File: src/common/usb_ep_flags_regs.vh
// Register map, field positions and reset values of the endpoint event flag block
// Function
// - Descriptor-done is set once the programmed descriptor length has been sent to the host.
// - An OUT token before all descriptor bytes are sent sets both descriptor-done and receive-NAK.
// - The short-packet flag is set in the same cycle as the receive-ACK flag for an acked short OUT packet.
// - The transmit-ACK flag is set when the host ACKs the endpoint's IN data packet.
// - The receive-ACK flag is set when the device ACKs an OUT transaction on the endpoint.
// - The transmit-NAK flag is set when the device NAKs an IN token on the endpoint.
// - The receive-NAK flag is set when the device NAKs an OUT or PING transaction on the endpoint.
// - The transmit-error flag is set on STALL, packet error or handshake timeout in an IN transaction.
// - The receive-error flag is set on STALL or packet error in an OUT transaction.
// - A flag stays set until software writes 1 to it; writing 0 leaves it alone.
// - A flag reaches the interrupt request only through its enable bit, the latched status and the mask.
// - Endpoints a, b and c have their own 8-bit flag registers at consecutive addresses, bit 7 reserved.
// - The control endpoint register sits just below endpoint a, with descriptor-done in bit 7.
// - An endpoint's summary bit reads 1 while any of its flags is set together with its enable bit.
`ifndef USB_EP_FLAGS_REGS_VH
`define USB_EP_FLAGS_REGS_VH

// Register indices; byte address is four times the index
`define IDX_CTRL_FLAGS     8'hB5
`define IDX_EPA_FLAGS      8'hB6
`define IDX_EPB_FLAGS      8'hB7
`define IDX_EPC_FLAGS      8'hB8
`define IDX_CTRL_ENABLE    8'hC0
`define IDX_EPA_ENABLE     8'hC1
`define IDX_EPB_ENABLE     8'hC2
`define IDX_EPC_ENABLE     8'hC3
`define IDX_SUMMARY        8'hC4
`define IDX_IRQ_STATUS     8'hC5
`define IDX_IRQ_MASK       8'hC6
`define IDX_DESC_LENGTH    8'hC7

// Flag bit positions
`define BIT_DESC_DONE      7
`define BIT_RX_SHORT_ACK   6
`define BIT_TX_ACK         5
`define BIT_RX_ACK         4
`define BIT_TX_NAK         3
`define BIT_RX_NAK         2
`define BIT_TX_ERR         1
`define BIT_RX_ERR         0

// Implemented flag bits per register kind
`define CTRL_FLAG_BITS     8'hFF
`define GEN_FLAG_BITS      8'h7F

// Reset values
`define RST_FLAGS          8'h00
`define RST_ENABLE         8'h00
`define RST_IRQ_MASK       4'h0
`define RST_DESC_LENGTH    16'h0000

// AXI responses
`define RESP_OKAY          2'h0
`define RESP_SLVERR        2'h2

`endif

File: src/design/desc_reply_tracker.v
// Byte counter for descriptor reply on the control endpoint
`timescale 1ns/1ps
module desc_reply_tracker #(
  parameter LEN_W = 16
) (
  // Clock and reset
  input  wire             sys_clk,
  input  wire             sys_rst,
  // Descriptor reply progress
  input  wire             desc_start,
  input  wire [LEN_W-1:0] desc_length,
  input  wire             desc_byte_sent,
  input  wire             ctrl_out_token,
  // Outcomes: done and early one-cycle pulses, busy level
  output wire             desc_done_set,
  output wire             desc_early_set,
  output reg              desc_busy
);

  reg  [LEN_W-1:0] sent_count;
  wire [LEN_W-1:0] next_count;
  wire             reach_end;

  assign next_count = sent_count + {{(LEN_W-1){1'b0}}, 1'b1};
  assign reach_end = desc_busy & desc_byte_sent & (next_count >= desc_length);
  assign desc_early_set = desc_busy & ctrl_out_token & ~reach_end;
  assign desc_done_set = reach_end | desc_early_set;

  // Count bytes while a reply runs
  always @(posedge sys_clk) begin
    if (sys_rst) begin
      desc_busy  <= 1'b0;
      sent_count <= {LEN_W{1'b0}};
    end else if (desc_start) begin
      desc_busy  <= 1'b1;
      sent_count <= {LEN_W{1'b0}};
    end else if (desc_done_set) begin
      desc_busy  <= 1'b0;
    end else if (desc_busy && desc_byte_sent) begin
      sent_count <= next_count;
    end
  end

endmodule

File: src/design/ep_flag_reg.v
// One endpoint's sticky write-1-to-clear event flag register
`timescale 1ns/1ps
module ep_flag_reg #(
  parameter [7:0] IMPL_BITS = 8'hFF
) (
  // Clock and reset
  input  wire       sys_clk,
  input  wire       sys_rst,
  // Hardware set and software clear
  input  wire [7:0] set_bits,
  input  wire [7:0] clr_bits,
  // Flag state
  output reg  [7:0] flags
);

  // Sticky flags; set wins over clear, reserved bits stay zero
  // write-1 clear
  always @(posedge sys_clk) begin
    if (sys_rst) begin
      flags <= 8'h00;
    end else begin
      flags <= ((flags & ~clr_bits) | set_bits) & IMPL_BITS;
    end
  end

endmodule

File: src/design/usb_endpoint_event_flags.v
// Endpoint event flags of the device controller with AXI4-Lite register access
//
// Implementation choice: the AXI4-Lite register port.
`timescale 1ns/1ps
`include "usb_ep_flags_regs.vh"
module usb_endpoint_event_flags #(
  parameter ADDR_W = 12,
  parameter LEN_W  = 16
) (
  // Clock and reset
  input  wire              sys_clk,
  input  wire              sys_rst,
  // AXI4-Lite write address
  input  wire [ADDR_W-1:0] s_axi_awaddr,
  input  wire              s_axi_awvalid,
  output wire              s_axi_awready,
  // AXI4-Lite write data
  input  wire [31:0]       s_axi_wdata,
  input  wire [3:0]        s_axi_wstrb,
  input  wire              s_axi_wvalid,
  output wire              s_axi_wready,
  // AXI4-Lite write response
  output reg  [1:0]        s_axi_bresp,
  output reg               s_axi_bvalid,
  input  wire              s_axi_bready,
  // AXI4-Lite read address
  input  wire [ADDR_W-1:0] s_axi_araddr,
  input  wire              s_axi_arvalid,
  output wire              s_axi_arready,
  // AXI4-Lite read data
  output reg  [31:0]       s_axi_rdata,
  output reg  [1:0]        s_axi_rresp,
  output reg               s_axi_rvalid,
  input  wire              s_axi_rready,
  // Transaction events, bit 0 control endpoint, bits 1..3 endpoints a..c
  input  wire [3:0]        ev_in_acked,
  input  wire [3:0]        ev_out_acked,
  input  wire [3:0]        ev_out_short,
  input  wire [3:0]        ev_in_nakked,
  input  wire [3:0]        ev_out_nakked,
  input  wire [3:0]        ev_ping_nakked,
  input  wire [3:0]        ev_in_stall,
  input  wire [3:0]        ev_in_pkt_err,
  input  wire [3:0]        ev_in_timeout,
  input  wire [3:0]        ev_out_stall,
  input  wire [3:0]        ev_out_pkt_err,
  // Descriptor reply on the control endpoint
  input  wire              desc_start,
  input  wire              desc_byte_sent,
  input  wire              ctrl_out_token,
  output wire              desc_busy,
  // Interrupt and summary
  output wire [3:0]        endpoint_summary_flags,
  output wire              irq
);

  // Write channel holding registers
  reg  [ADDR_W-1:0] aw_addr;
  reg               aw_held;
  reg  [31:0]       w_data;
  reg  [3:0]        w_strb;
  reg               w_held;
  wire              wr_fire;
  wire [7:0]        wr_idx;
  wire [7:0]        rd_idx;
  wire              rd_fire;

  // Software state
  reg  [7:0]        ep_enable [0:3];
  reg  [3:0]        irq_status;
  reg  [3:0]        irq_mask;
  reg  [LEN_W-1:0]  descriptor_length_setting;

  // Flag state and per-endpoint set and clear vectors
  wire [7:0]        flags    [0:3];
  wire [7:0]        set_vec  [0:3];
  wire [7:0]        clr_vec  [0:3];
  wire              desc_done_set;
  wire              desc_early_set;
  reg  [31:0]       next_rdata;
  reg               next_rerr;

  // Address decode results
  wire              wr_page_ok;
  wire              rd_page_ok;
  wire              wr_flag_hit;
  wire              wr_own_hit;
  wire              wr_map_ok;

  // Register indices from byte addresses
  assign wr_idx = aw_addr[9:2];
  assign rd_idx = s_axi_araddr[9:2];

  // Low page and word aligned, else refused
  assign wr_page_ok  = (aw_addr[ADDR_W-1:10] == {(ADDR_W-10){1'b0}}) && (aw_addr[1:0] == 2'h0);
  assign rd_page_ok  = (s_axi_araddr[ADDR_W-1:10] == {(ADDR_W-10){1'b0}}) && (s_axi_araddr[1:0] == 2'h0);
  // Flag words and own control words
  assign wr_flag_hit = (wr_idx >= `IDX_CTRL_FLAGS) && (wr_idx <= `IDX_EPC_FLAGS);
  assign wr_own_hit  = (wr_idx >= `IDX_CTRL_ENABLE) && (wr_idx <= `IDX_DESC_LENGTH);
  assign wr_map_ok   = wr_page_ok && (wr_flag_hit || wr_own_hit);

  // Address and data accepted independently
  // One slot per channel; a full slot refuses the next offer
  // Write fires only once the previous response is taken
  // Read address refused while a result waits
  assign s_axi_awready = ~aw_held;
  assign s_axi_wready  = ~w_held;
  assign s_axi_arready = ~s_axi_rvalid;
  assign wr_fire       = aw_held & w_held & ~s_axi_bvalid;
  assign rd_fire       = s_axi_arvalid & s_axi_arready;

  // Capture write address and data
  // Either channel may arrive first; each waits in its slot
  // Slots empty on the cycle the write is applied
  always @(posedge sys_clk) begin
    if (sys_rst) begin
      // Both slots empty after reset
      aw_held <= 1'b0;
      aw_addr <= {ADDR_W{1'b0}};
      w_held  <= 1'b0;
      w_data  <= 32'h00000000;
      w_strb  <= 4'h0;
    end else begin
      // Address slot
      if (s_axi_awvalid && !aw_held) begin
        aw_held <= 1'b1;
        aw_addr <= s_axi_awaddr;
      end else if (wr_fire) begin
        aw_held <= 1'b0;
      end
      // Data slot
      if (s_axi_wvalid && !w_held) begin
        w_held <= 1'b1;
        w_data <= s_axi_wdata;
        w_strb <= s_axi_wstrb;
      end else if (wr_fire) begin
        w_held <= 1'b0;
      end
    end
  end

  // Write response
  // Raised one cycle after both halves are held
  always @(posedge sys_clk) begin
    if (sys_rst) begin
      // No response pending after reset
      s_axi_bvalid <= 1'b0;
      s_axi_bresp  <= `RESP_OKAY;
    end else if (wr_fire) begin
      // Refused words answer with an error and change nothing
      s_axi_bvalid <= 1'b1;
      s_axi_bresp  <= wr_map_ok ? `RESP_OKAY : `RESP_SLVERR;
    end else if (s_axi_bready) begin
      // Response held until the master takes it
      s_axi_bvalid <= 1'b0;
    end
  end

  // Software registers: enables, mask, descriptor length
  // Misaligned or off-page writes are dropped
  always @(posedge sys_clk) begin
    if (sys_rst) begin
      // Everything off after reset
      ep_enable[0]              <= `RST_ENABLE;
      ep_enable[1]              <= `RST_ENABLE;
      ep_enable[2]              <= `RST_ENABLE;
      ep_enable[3]              <= `RST_ENABLE;
      irq_mask                  <= `RST_IRQ_MASK;
      descriptor_length_setting <= `RST_DESC_LENGTH;
    end else if (wr_fire && wr_page_ok) begin
      // Control endpoint enables, all eight bits
      if (w_strb[0] && wr_idx == `IDX_CTRL_ENABLE) begin
        ep_enable[0] <= w_data[7:0];
      end
      // General endpoint enables, bit 7 kept clear
      if (w_strb[0] && wr_idx == `IDX_EPA_ENABLE) begin
        ep_enable[1] <= w_data[7:0] & `GEN_FLAG_BITS;
      end
      if (w_strb[0] && wr_idx == `IDX_EPB_ENABLE) begin
        ep_enable[2] <= w_data[7:0] & `GEN_FLAG_BITS;
      end
      if (w_strb[0] && wr_idx == `IDX_EPC_ENABLE) begin
        ep_enable[3] <= w_data[7:0] & `GEN_FLAG_BITS;
      end
      // Interrupt mask, one bit per endpoint
      if (w_strb[0] && wr_idx == `IDX_IRQ_MASK) begin
        irq_mask <= w_data[3:0];
      end
      // Descriptor length, two byte lanes
      if (wr_idx == `IDX_DESC_LENGTH) begin
        if (w_strb[0]) begin
          descriptor_length_setting[7:0] <= w_data[7:0];
        end
        if (w_strb[1]) begin
          descriptor_length_setting[LEN_W-1:8] <= w_data[LEN_W-1:8];
        end
      end
    end
  end

  // Descriptor reply byte tracking
  // Counts bytes of a reply and reports its end
  desc_reply_tracker #(
    .LEN_W (LEN_W)
  ) u_desc (
    .sys_clk        (sys_clk),
    .sys_rst        (sys_rst),
    .desc_start     (desc_start),
    .desc_length    (descriptor_length_setting),
    .desc_byte_sent (desc_byte_sent),
    .ctrl_out_token (ctrl_out_token),
    .desc_done_set  (desc_done_set),
    .desc_early_set (desc_early_set),
    .desc_busy      (desc_busy)
  );

  // Per-endpoint flag registers and their set and clear terms
  // Control endpoint is entry 0, endpoints a to c follow
  genvar ep;
  generate
    for (ep = 0; ep < 4; ep = ep + 1) begin : g_ep
      assign set_vec[ep][`BIT_DESC_DONE]    = (ep == 0) ? desc_done_set : 1'b0;

      // Short flag only rides on an ACK
      // short ack with receive ack
      assign set_vec[ep][`BIT_RX_SHORT_ACK] = ev_out_acked[ep] & ev_out_short[ep];

      assign set_vec[ep][`BIT_TX_ACK]       = ev_in_acked[ep];

      assign set_vec[ep][`BIT_RX_ACK]       = ev_out_acked[ep];

      assign set_vec[ep][`BIT_TX_NAK]       = ev_in_nakked[ep];

      // Early status stage counts as a receive NAK
      // OUT or PING nakked
      assign set_vec[ep][`BIT_RX_NAK]       = ev_out_nakked[ep] | ev_ping_nakked[ep] |
                                              ((ep == 0) ? desc_early_set : 1'b0);

      assign set_vec[ep][`BIT_TX_ERR]       = ev_in_stall[ep] | ev_in_pkt_err[ep] | ev_in_timeout[ep];

      assign set_vec[ep][`BIT_RX_ERR]       = ev_out_stall[ep] | ev_out_pkt_err[ep];

      // write 1 clears the bit
      // Only this endpoint's word, low byte lane
      assign clr_vec[ep] = (wr_fire && w_strb[0] && wr_page_ok && wr_idx == `IDX_CTRL_FLAGS + ep) ?
                           w_data[7:0] : 8'h00;

      // Reserved bit 7 of a to c forced clear inside
      // own register per general endpoint
      ep_flag_reg #(
        .IMPL_BITS ((ep == 0) ? `CTRL_FLAG_BITS : `GEN_FLAG_BITS)
      ) u_flags (
        .sys_clk  (sys_clk),
        .sys_rst  (sys_rst),
        .set_bits (set_vec[ep]),
        .clr_bits (clr_vec[ep]),
        .flags    (flags[ep])
      );

      // Summary bit per endpoint, combinational
      // enabled flag shows in summary
      assign endpoint_summary_flags[ep] = |(flags[ep] & ep_enable[ep]);
    end
  endgenerate

  // Sticky interrupt status, cleared by reading it; set wins
  // A status bit latches any summary bit that was high
  // masked status, not the raw flags, drives the request
  always @(posedge sys_clk) begin
    if (sys_rst) begin
      irq_status <= 4'h0;
    end else if (rd_fire && rd_page_ok && rd_idx == `IDX_IRQ_STATUS) begin
      // Read clears, but a bit still pending sets again at once
      irq_status <= endpoint_summary_flags;
    end else begin
      // Otherwise accumulate pending bits
      irq_status <= irq_status | endpoint_summary_flags;
    end
  end

  // Level interrupt output
  // Masked bits never reach the pin
  assign irq = |(irq_status & irq_mask);

  // Read data selection
  always @* begin
    next_rdata = 32'h00000000;
    next_rerr  = 1'b0;
    // Refused words read as zero with an error
    if (!rd_page_ok) begin
      next_rerr = 1'b1;
    end else begin
      // Upper bits of every word read zero
      case (rd_idx)
        `IDX_CTRL_FLAGS:  next_rdata[7:0] = flags[0];
        `IDX_EPA_FLAGS:   next_rdata[7:0] = flags[1];
        `IDX_EPB_FLAGS:   next_rdata[7:0] = flags[2];
        `IDX_EPC_FLAGS:   next_rdata[7:0] = flags[3];
        `IDX_CTRL_ENABLE: next_rdata[7:0] = ep_enable[0];
        `IDX_EPA_ENABLE:  next_rdata[7:0] = ep_enable[1];
        `IDX_EPB_ENABLE:  next_rdata[7:0] = ep_enable[2];
        `IDX_EPC_ENABLE:  next_rdata[7:0] = ep_enable[3];
        `IDX_SUMMARY:     next_rdata[3:0] = endpoint_summary_flags;
        `IDX_IRQ_STATUS:  next_rdata[3:0] = irq_status;
        `IDX_IRQ_MASK:    next_rdata[3:0] = irq_mask;
        `IDX_DESC_LENGTH: next_rdata[LEN_W-1:0] = descriptor_length_setting;
        // Holes in the map answer with an error
        default:          next_rerr = 1'b1;
      endcase
    end
  end

  // Read response
  // Data captured at the address edge, held until taken
  always @(posedge sys_clk) begin
    if (sys_rst) begin
      s_axi_rvalid <= 1'b0;
      s_axi_rdata  <= 32'h00000000;
      s_axi_rresp  <= `RESP_OKAY;
    end else if (rd_fire) begin
      s_axi_rvalid <= 1'b1;
      s_axi_rdata  <= next_rdata;
      s_axi_rresp  <= next_rerr ? `RESP_SLVERR : `RESP_OKAY;
    end else if (s_axi_rready) begin
      s_axi_rvalid <= 1'b0;
    end
  end

endmodule

File: config.mk
export PLATFORM = sky130hd
export DESIGN_NAME = usb_endpoint_event_flags
export DESIGN_NICKNAME = d
export VERILOG_FILES = /design/src/design/desc_reply_tracker.v /design/src/design/ep_flag_reg.v /design/src/design/usb_endpoint_event_flags.v
export VERILOG_INCLUDE_DIRS = /design/src /design/src/common
export SDC_FILE = /design/constraint.sdc
export NUM_CORES = 1
export LEC_CHECK = 0
export BUFFER_PORTS_ARGS = -buffer_cell sky130_fd_sc_hd__buf_2
export CAP_MARGIN = 20
export CORE_ASPECT_RATIO = 0.7
export CORE_MARGIN = 2
export CORE_UTILIZATION = 30
export DETAILED_ROUTE_END_ITERATION = 12
export PLACE_DENSITY = 0.53
export SYNTH_ARGS = -nofsm -noshare
export SYNTH_HDL_FRONTEND = slang
export SYNTH_SLANG_ARGS = --single-unit
File: constraint.sdc
create_clock -name sys_clk -period 8.9 [get_ports sys_clk]
set_clock_uncertainty 0.15 [all_clocks]
set_input_delay 0.445 -clock sys_clk [delete_from_list [all_inputs] [get_ports sys_clk]]
set_output_delay 0.445 -clock sys_clk [all_outputs]
set_load 0.005 [all_outputs]
# ---- Word-level counts from Yosys, hierarchy flattened
# Memories as Yosys holds them, arrays and structs flattened.
# Cells that the tools add are included.
dict set report totals {
  elab_cells 195
  regBits 124
  out_inout_bits 47
  memories 1
  mem_bits_rw 32
}
# memory depth word_bits rd rd_ports_with_merged_regs write_ports line_no
set memory_table {}
lappend memory_table {ep_enable 4 8 4 0 4 usb_endpoint_event_flags.v:69} ;# reg [7:0] ep_enable [0:3];
dict set report classes {
  bitwise_logic 57
  n_addsub 1
  n_lt_le_gt_ge 5
  eq_ne 22
  n_reduce_logical 45
  n_mux 44
}
# op count
set op_table {}
lappend op_table {{$eq A8 B8 Y1 const B} 22}
lappend op_table {{$mux W8} 6}
lappend op_table {{$pmux W4 S12} 1}
lappend op_table {{$pmux W4 S9} 1}
lappend op_table {{$reduce_or A8 Y1} 4}
lappend op_table {{$mux W1} 29}
lappend op_table {{$and A7 B8 Y8} 3}
lappend op_table {{$logic_and A1 B1 Y1} 22}
lappend op_table {{$or A1 B1 Y1} 22}
lappend op_table {{$and A7 B7 Y7} 3}
lappend op_table {{$mux W7} 3}
lappend op_table {{$not A7 Y7} 3}
lappend op_table {{$or A7 B7 Y7} 3}
lappend op_table {{$add A16 B1 Y16 const B} 1}
lappend op_table {{$and A8 B8 Y8} 2}
lappend op_table {{$ge A16 B16 Y1} 1}
lappend op_table {{$ge A8 B8 Y1 const B} 2}
lappend op_table {{$le A8 B8 Y1 const B} 2}
lappend op_table {{$mux W16} 1}
lappend op_table {{$reduce_or A12 Y1} 1}
lappend op_table {{$and A1 B1 Y1} 11}
lappend op_table {{$reduce_bool A2 Y1} 5}
lappend op_table {{$logic_not A2 Y1} 4}
lappend op_table {{$not A8 Y8} 1}
lappend op_table {{12 further kinds} 21}

# ---- Logic depth before layout (Yosys ltp)
dict set report depth {
  ltp_word 9
  ltp_mapped 12
  mapped_depth_nobuf 11
}

# ---- Modules after synthesis
# A second synthesis with hierarchy kept.
dict set report hier_totals {
  hier_cells 899
  hier_area_um2 8137.8
}
# module cells_per_inst seq_area_each_um2 instances area_each_um2
set modules_own_cells {}
lappend modules_own_cells {usb_endpoint_event_flags 593 2392.3 1 5345.1}
lappend modules_own_cells {desc_reply_tracker 183 340.3 1 1483.9}
lappend modules_own_cells {{ep_flag_reg at g_ep[1].u_flags ...} 30 140.1 3 309.0}
lappend modules_own_cells {{ep_flag_reg at g_ep[0].u_flags} 33 160.2 1 381.6}

# ---- Worst setup path before layout
# No wires, ideal clock.
dict set report synth_path {
  path_kind {register -> register}
  from {reg u_desc.sent_count[7]}
  to {reg u_desc.sent_count[10]}
  arrival_ps 2792
  required_ps 8621
  path_slack_ps 5829
  setup_ps 129
  path_buffers 1
  period_less_slack_ps 3071
  path_stages_with_launch 12
  cell_sequence {dfxtp_1 nand3_1 nor4_2 nand4_1 xnor2_1 ha_1 nand4_1 or3_1 a311oi_4 buf_6 nor4_1 mux2i_1}
}
dict set report synth_between {
  elab_chain_len 8
}
# element line_no
set synth_rtl {}
lappend synth_rtl {{start: declaration} desc_reply_tracker.v:20} ;# reg [LEN_W-1:0] sent_count;
lappend synth_rtl {{start signal: assignment} desc_reply_tracker.v:33} ;# sent_count <= {LEN_W{1'b0}};
lappend synth_rtl {{start signal: assignment} desc_reply_tracker.v:36} ;# sent_count <= {LEN_W{1'b0}};
lappend synth_rtl {{start signal: assignment} desc_reply_tracker.v:40} ;# sent_count <= next_count;
lappend synth_rtl {{$add A16 B1 Y16 *} desc_reply_tracker.v:24} ;# assign next_count = sent_count + {{(LEN_W-1){1'b0}}, 1'b1};
lappend synth_rtl {{net u_desc.next_count[15]} desc_reply_tracker.v:21} ;# wire [LEN_W-1:0] next_count;
lappend synth_rtl {{$ge A16 B16 Y1 *} desc_reply_tracker.v:25} ;# assign reach_end = desc_busy & desc_byte_sent & (next_count >= desc_length);
lappend synth_rtl {{$and A1 B1 Y1 *} desc_reply_tracker.v:25}
lappend synth_rtl {{$not A1 Y1} desc_reply_tracker.v:26} ;# assign desc_early_set = desc_busy & ctrl_out_token & ~reach_end;
lappend synth_rtl {{$and A1 B1 Y1} desc_reply_tracker.v:26}
lappend synth_rtl {{$or A1 B1 Y1 *} desc_reply_tracker.v:27} ;# assign desc_done_set = reach_end | desc_early_set;
lappend synth_rtl {{$not A1 Y1 (no line) *} n/a}
lappend synth_rtl {{$reduce_and A2 Y1 (no line) *} n/a}
# Mark *: on every way through the listed nets, which the timed path passes. The rest lies on a longest branch.
# A chain may end at the register's enable or synchronous reset.

# ---- Final worst setup path
dict set report layout_path {
  from {reg u_desc.sent_count[7]}
  to {reg g_ep[0].u_flags.flags[2]}
}
dict set report layout_between {
  elab_chain_len 7
}
# element line_no
set layout_rtl {}
lappend layout_rtl {{$add A16 B1 Y16} desc_reply_tracker.v:24}
lappend layout_rtl {{net u_desc.next_count[15]} desc_reply_tracker.v:21}
lappend layout_rtl {{$ge A16 B16 Y1} desc_reply_tracker.v:25}
lappend layout_rtl {{$and A1 B1 Y1} desc_reply_tracker.v:25}
lappend layout_rtl {{$not A1 Y1} desc_reply_tracker.v:26}
lappend layout_rtl {{$and A1 B1 Y1} desc_reply_tracker.v:26}
lappend layout_rtl {{$or A1 B1 Y1} usb_endpoint_event_flags.v:236} ;# assign set_vec[ep][`BIT_RX_NAK] = ev_out_nakked[ep] | ev_ping_nakked[ep] |
lappend layout_rtl {{$or A8 B8 Y8} ep_flag_reg.v:22} ;# flags <= ((flags & ~clr_bits) | set_bits) & IMPL_BITS;
lappend layout_rtl {{end signal: assignment} ep_flag_reg.v:22}
lappend layout_rtl {{end: declaration} ep_flag_reg.v:13} ;# output reg [7:0] flags
# The timed path passes the listed nets, and every way through them passes these cells.

==> impl_metrics.env <==
export IMPL_area_growth_syn_to_layout_pct=18.50
export IMPL_p_comb_share_pct=7.8
export IMPL_hold_violations=0
export IMPL_wl_per_cell_um=19.07
export IMPL_place_worst_setup_slack_ps=5042
export IMPL_end_kind="flop"
export IMPL_grt_antenna_before_repair=1
export IMPL_slew_viol_final=0
export IMPL_status="finished, final reports clean"
export IMPL_dp_hpwl_mm=18.95
export IMPL_cp_cell_sequence="nand3_1, nor4_2, nand4_1, xnor2_1, ha_1, nand4_1, or3_1, a311oi_4, o31a_1, o22ai_1"
export IMPL_die_width_um=194.7
export IMPL_place_congestion=0.9239
export IMPL_powerDensity_nw_per_um2=180.5
export IMPL_slew_headroom_pct=30.79
export IMPL_leakage_nw=3.476
export IMPL_setup_ws_ps=4926
export IMPL_setup_tns_ps=0
export IMPL_min_period_over_period_pct=44.66
export IMPL_cp_depth=10
export IMPL_worstSetupPathType="flop to flop"
export IMPL_synth_avg_cell_area_um2=8.610
export IMPL_pwr_share_clk_pct=46.0
export IMPL_num_nets_final=1120
export IMPL_maxCapViolations=0
export IMPL_first_iter_violations=701
export IMPL_grt_max_degree=73
export IMPL_switching_power_uw=419.4
export IMPL_seq_power_share_pct=46.2
export IMPL_synth_edf_count=29
export IMPL_die_area_um2=26770
export IMPL_antenna_cells=0
export IMPL_yosys_register_bits=151
export IMPL_dp_cells=1292
export IMPL_die_h_um=137.5
export IMPL_worstPathArrival_ps=4110
export IMPL_route_detailed_drc=0
export IMPL_drive_above_1_share_pct=17.96
export IMPL_cp_top_family="simple AND/OR/NAND/NOR gates"
export IMPL_finalSetupViolations=0
export IMPL_grt_pass1_vias=6247
export IMPL_post_cts_buffers=0
export IMPL_layout_cells_non_filler=1327
export IMPL_total_power_mw=1.634
export IMPL_final_common_cell="nand2_1"
export IMPL_drtPass1Iterations=6
export IMPL_antenna_left=0
export IMPL_tritoncts="yes"
export IMPL_cts_buffers=17
export IMPL_vias=7035
export IMPL_h_tree_depth=4
export IMPL_hp_class="input port to flop"
export IMPL_path_buf_inv=0
export IMPL_io_pins=161
export IMPL_yosys_most_used_dff="dfxtp_1"
export IMPL_clockBufferDepth=2
export IMPL_ys_types=68
export IMPL_clock_latency_ps=430
export IMPL_tightest_slew_ps=1036
export IMPL_layout_common_cells="nand2_1, buf_2, dfxtp_1"
export IMPL_routed_via_density=5.301
export IMPL_grt_pass1_wl_mm=38.19
export IMPL_crit_top_cell="nand4_1"
export IMPL_syn_inst=887
export IMPL_fp_coreArea_um2=24800
export IMPL_fmax_ghz=0.2516
export IMPL_ys_warn_count=0
export IMPL_syn_area_um2=7637
export IMPL_cpPeakStageDelay_ps=850
export IMPL_path_clk_slew_ps=60
export IMPL_clock_root_buffer="clkbuf_16"
export IMPL_crit_path_start_kind="flop"
export IMPL_cts_resized=0
export IMPL_switching_share_pct=25.67
export IMPL_crit_required_ps=9040
export IMPL_num_rows=48
export IMPL_fin_util_pct=36.49
export IMPL_grt_usage_pct=18.94
export IMPL_grt_overflow=0
export IMPL_postSynth_asyncResetShare_pct=0
export IMPL_rsz0062_at_grt="no"
export IMPL_portBuffers=124
export IMPL_hold_depth=3
export IMPL_crit_slowest_cell="a311oi_4"
export IMPL_power_internal_mw=1.214
export IMPL_r2r_cells=10
export IMPL_wirelength_mm=25.31
export IMPL_hold_buffers=0
export IMPL_cp_max_fo=19
export IMPL_clkSinkCount=151
export IMPL_peakVddDrop_uv=149.7
export IMPL_initial_core_util_pct=30.79
export IMPL_synth_seq_area_share_pct=43.38
export IMPL_fin_crit_ps=3975
registers in the layout (all words and copies together), names as in the netlist:
name / cells
aw_addr: 12
aw_held: 1
descriptor_length_setting: 16
ep_enable: 29
g_ep.u_flags.flags: 29
irq_mask: 4
irq_status: 4
s_axi_bresp: 1
s_axi_bvalid: 1
s_axi_rdata: 16
s_axi_rresp: 1
s_axi_rvalid: 1
u_desc.desc_busy: 1
u_desc.sent_count: 16
w_data: 16
w_held: 1
w_strb: 2
cell usage after synthesis (3+ instances only):
cell / instances / area, µm²
a211oi_1: 3 / 22.52
a21o_1: 3 / 22.52
a21oi_1: 85 / 425.4
a221oi_1: 13 / 113.9
a222oi_1: 7 / 70.07
a22oi_1: 18 / 135.1
and2_1: 15 / 93.84
and3_1: 9 / 56.30
buf_2: 6 / 30.03
buf_4: 19 / 142.6
clkbuf_1: 39 / 146.4
dfxtp_1: 122 / 2442
edfxtp_1: 29 / 870.8
ha_1: 17 / 212.7
inv_1: 36 / 135.1
mux2i_1: 39 / 390.4
nand2_1: 133 / 499.2
nand2b_1: 6 / 37.54
nand3_1: 34 / 170.2
nand4_1: 15 / 93.84
nor2_1: 60 / 225.2
nor2b_1: 8 / 50.05
nor3_1: 14 / 70.07
nor4_1: 34 / 212.7
nor4b_1: 6 / 52.55
o211a_1: 3 / 30.03
o21ai_0: 23 / 115.1
o221a_2: 3 / 33.78
o22ai_1: 4 / 25.02
o2bb2ai_1: 3 / 26.28
o31ai_1: 3 / 22.52
or2_2: 3 / 18.77
or3_1: 17 / 106.4
or4_1: 3 / 22.52
xnor2_1: 9 / 78.83
xor2_1: 5 / 43.79
cell type report:
class | count | area [µm²]
Inverter | 36 | 135.1
Multi-Input combinational cell | 650 | 3906
Tap cell | 325 | 406.6
Clock buffer | 19 | 432.9
Fill cell | 2591 | 15750
Timing Repair Buffer | 133 | 685.7
Clock inverter | 13 | 170.2
Sequential cell | 151 | 3313
kinds of logic (layout without fill, tap and decap cells):
logic type	after synthesis	in the layout	share of synthesized area, %
AND/OR/NAND/NOR	374	374	24.64
AO/OA/AOI/OAI	188	188	16.12
flip-flops	151	151	43.38
buffers and inverters	103	201	6.307
multiplexers	39	39	5.111
adder cells (fa/ha/maj)	17	17	2.785
XOR/XNOR	14	14	1.606
other	1	18	0.04910
per-layer routing:
metal	share of wire, %	vias to the layer above	track usage [%]
met5	0	-	0
met2	37	345	23.93
met1	52	3291	30.08
met3	11	11	5.851
met4	0.68	0	4.060
li1	-	3388	-
final timing paths:
path,start,endpoint,slack (ps)
worst max register to register,u_desc.sent_count[7],g_ep[0].u_flags.flags[2],4930
worst min-delay path,ev_in_nakked[3],g_ep[3].u_flags.flags[3],70
worst min register to register,s_axi_rdata[15],s_axi_rdata[15],300
worst max-delay path,u_desc.sent_count[7],g_ep[0].u_flags.flags[2],4930
power groups by stage:
| stage | Combinational (mW) | Sequential (mW) | Clock [mW] |
|---|---|---|---|
| finish | 0.128 | 0.755 | 0.751 |
| detailed placement | 0.126 | 0.768 | 0 |
| floorplan | 0.0820 | 0.750 | 0 |
| CTS | 0.126 | 0.753 | 0.764 |
| global route | 0.141 | 0.756 | 0.791 |
| global placement | 0.125 | 0.768 | 0 |
worst reg2reg max path: cells and delay by family (launching register included):
family	cells	cell delay (ps)
AND/OR/NAND/NOR	5	1530
adder cells (fa/ha/maj)	1	310
XOR/XNOR	1	170
AO/OA/AOI/OAI	3	1240
flip-flops	1	420
metrics by stage:
| stage | cell area (µm²) | hold slack (ps) |
|---|---|---|
| finish | 9050 | 72.98 |
| global route | 9050 | 84.19 |
| CTS | 9032 | 62.08 |
| detailed placement | 8429 | 294.6 |
| global placement | 8429 | 285.7 |
| floorplan | 7701 | 285.7 |
No activity file was read; power rests on OpenSTA's default activity.
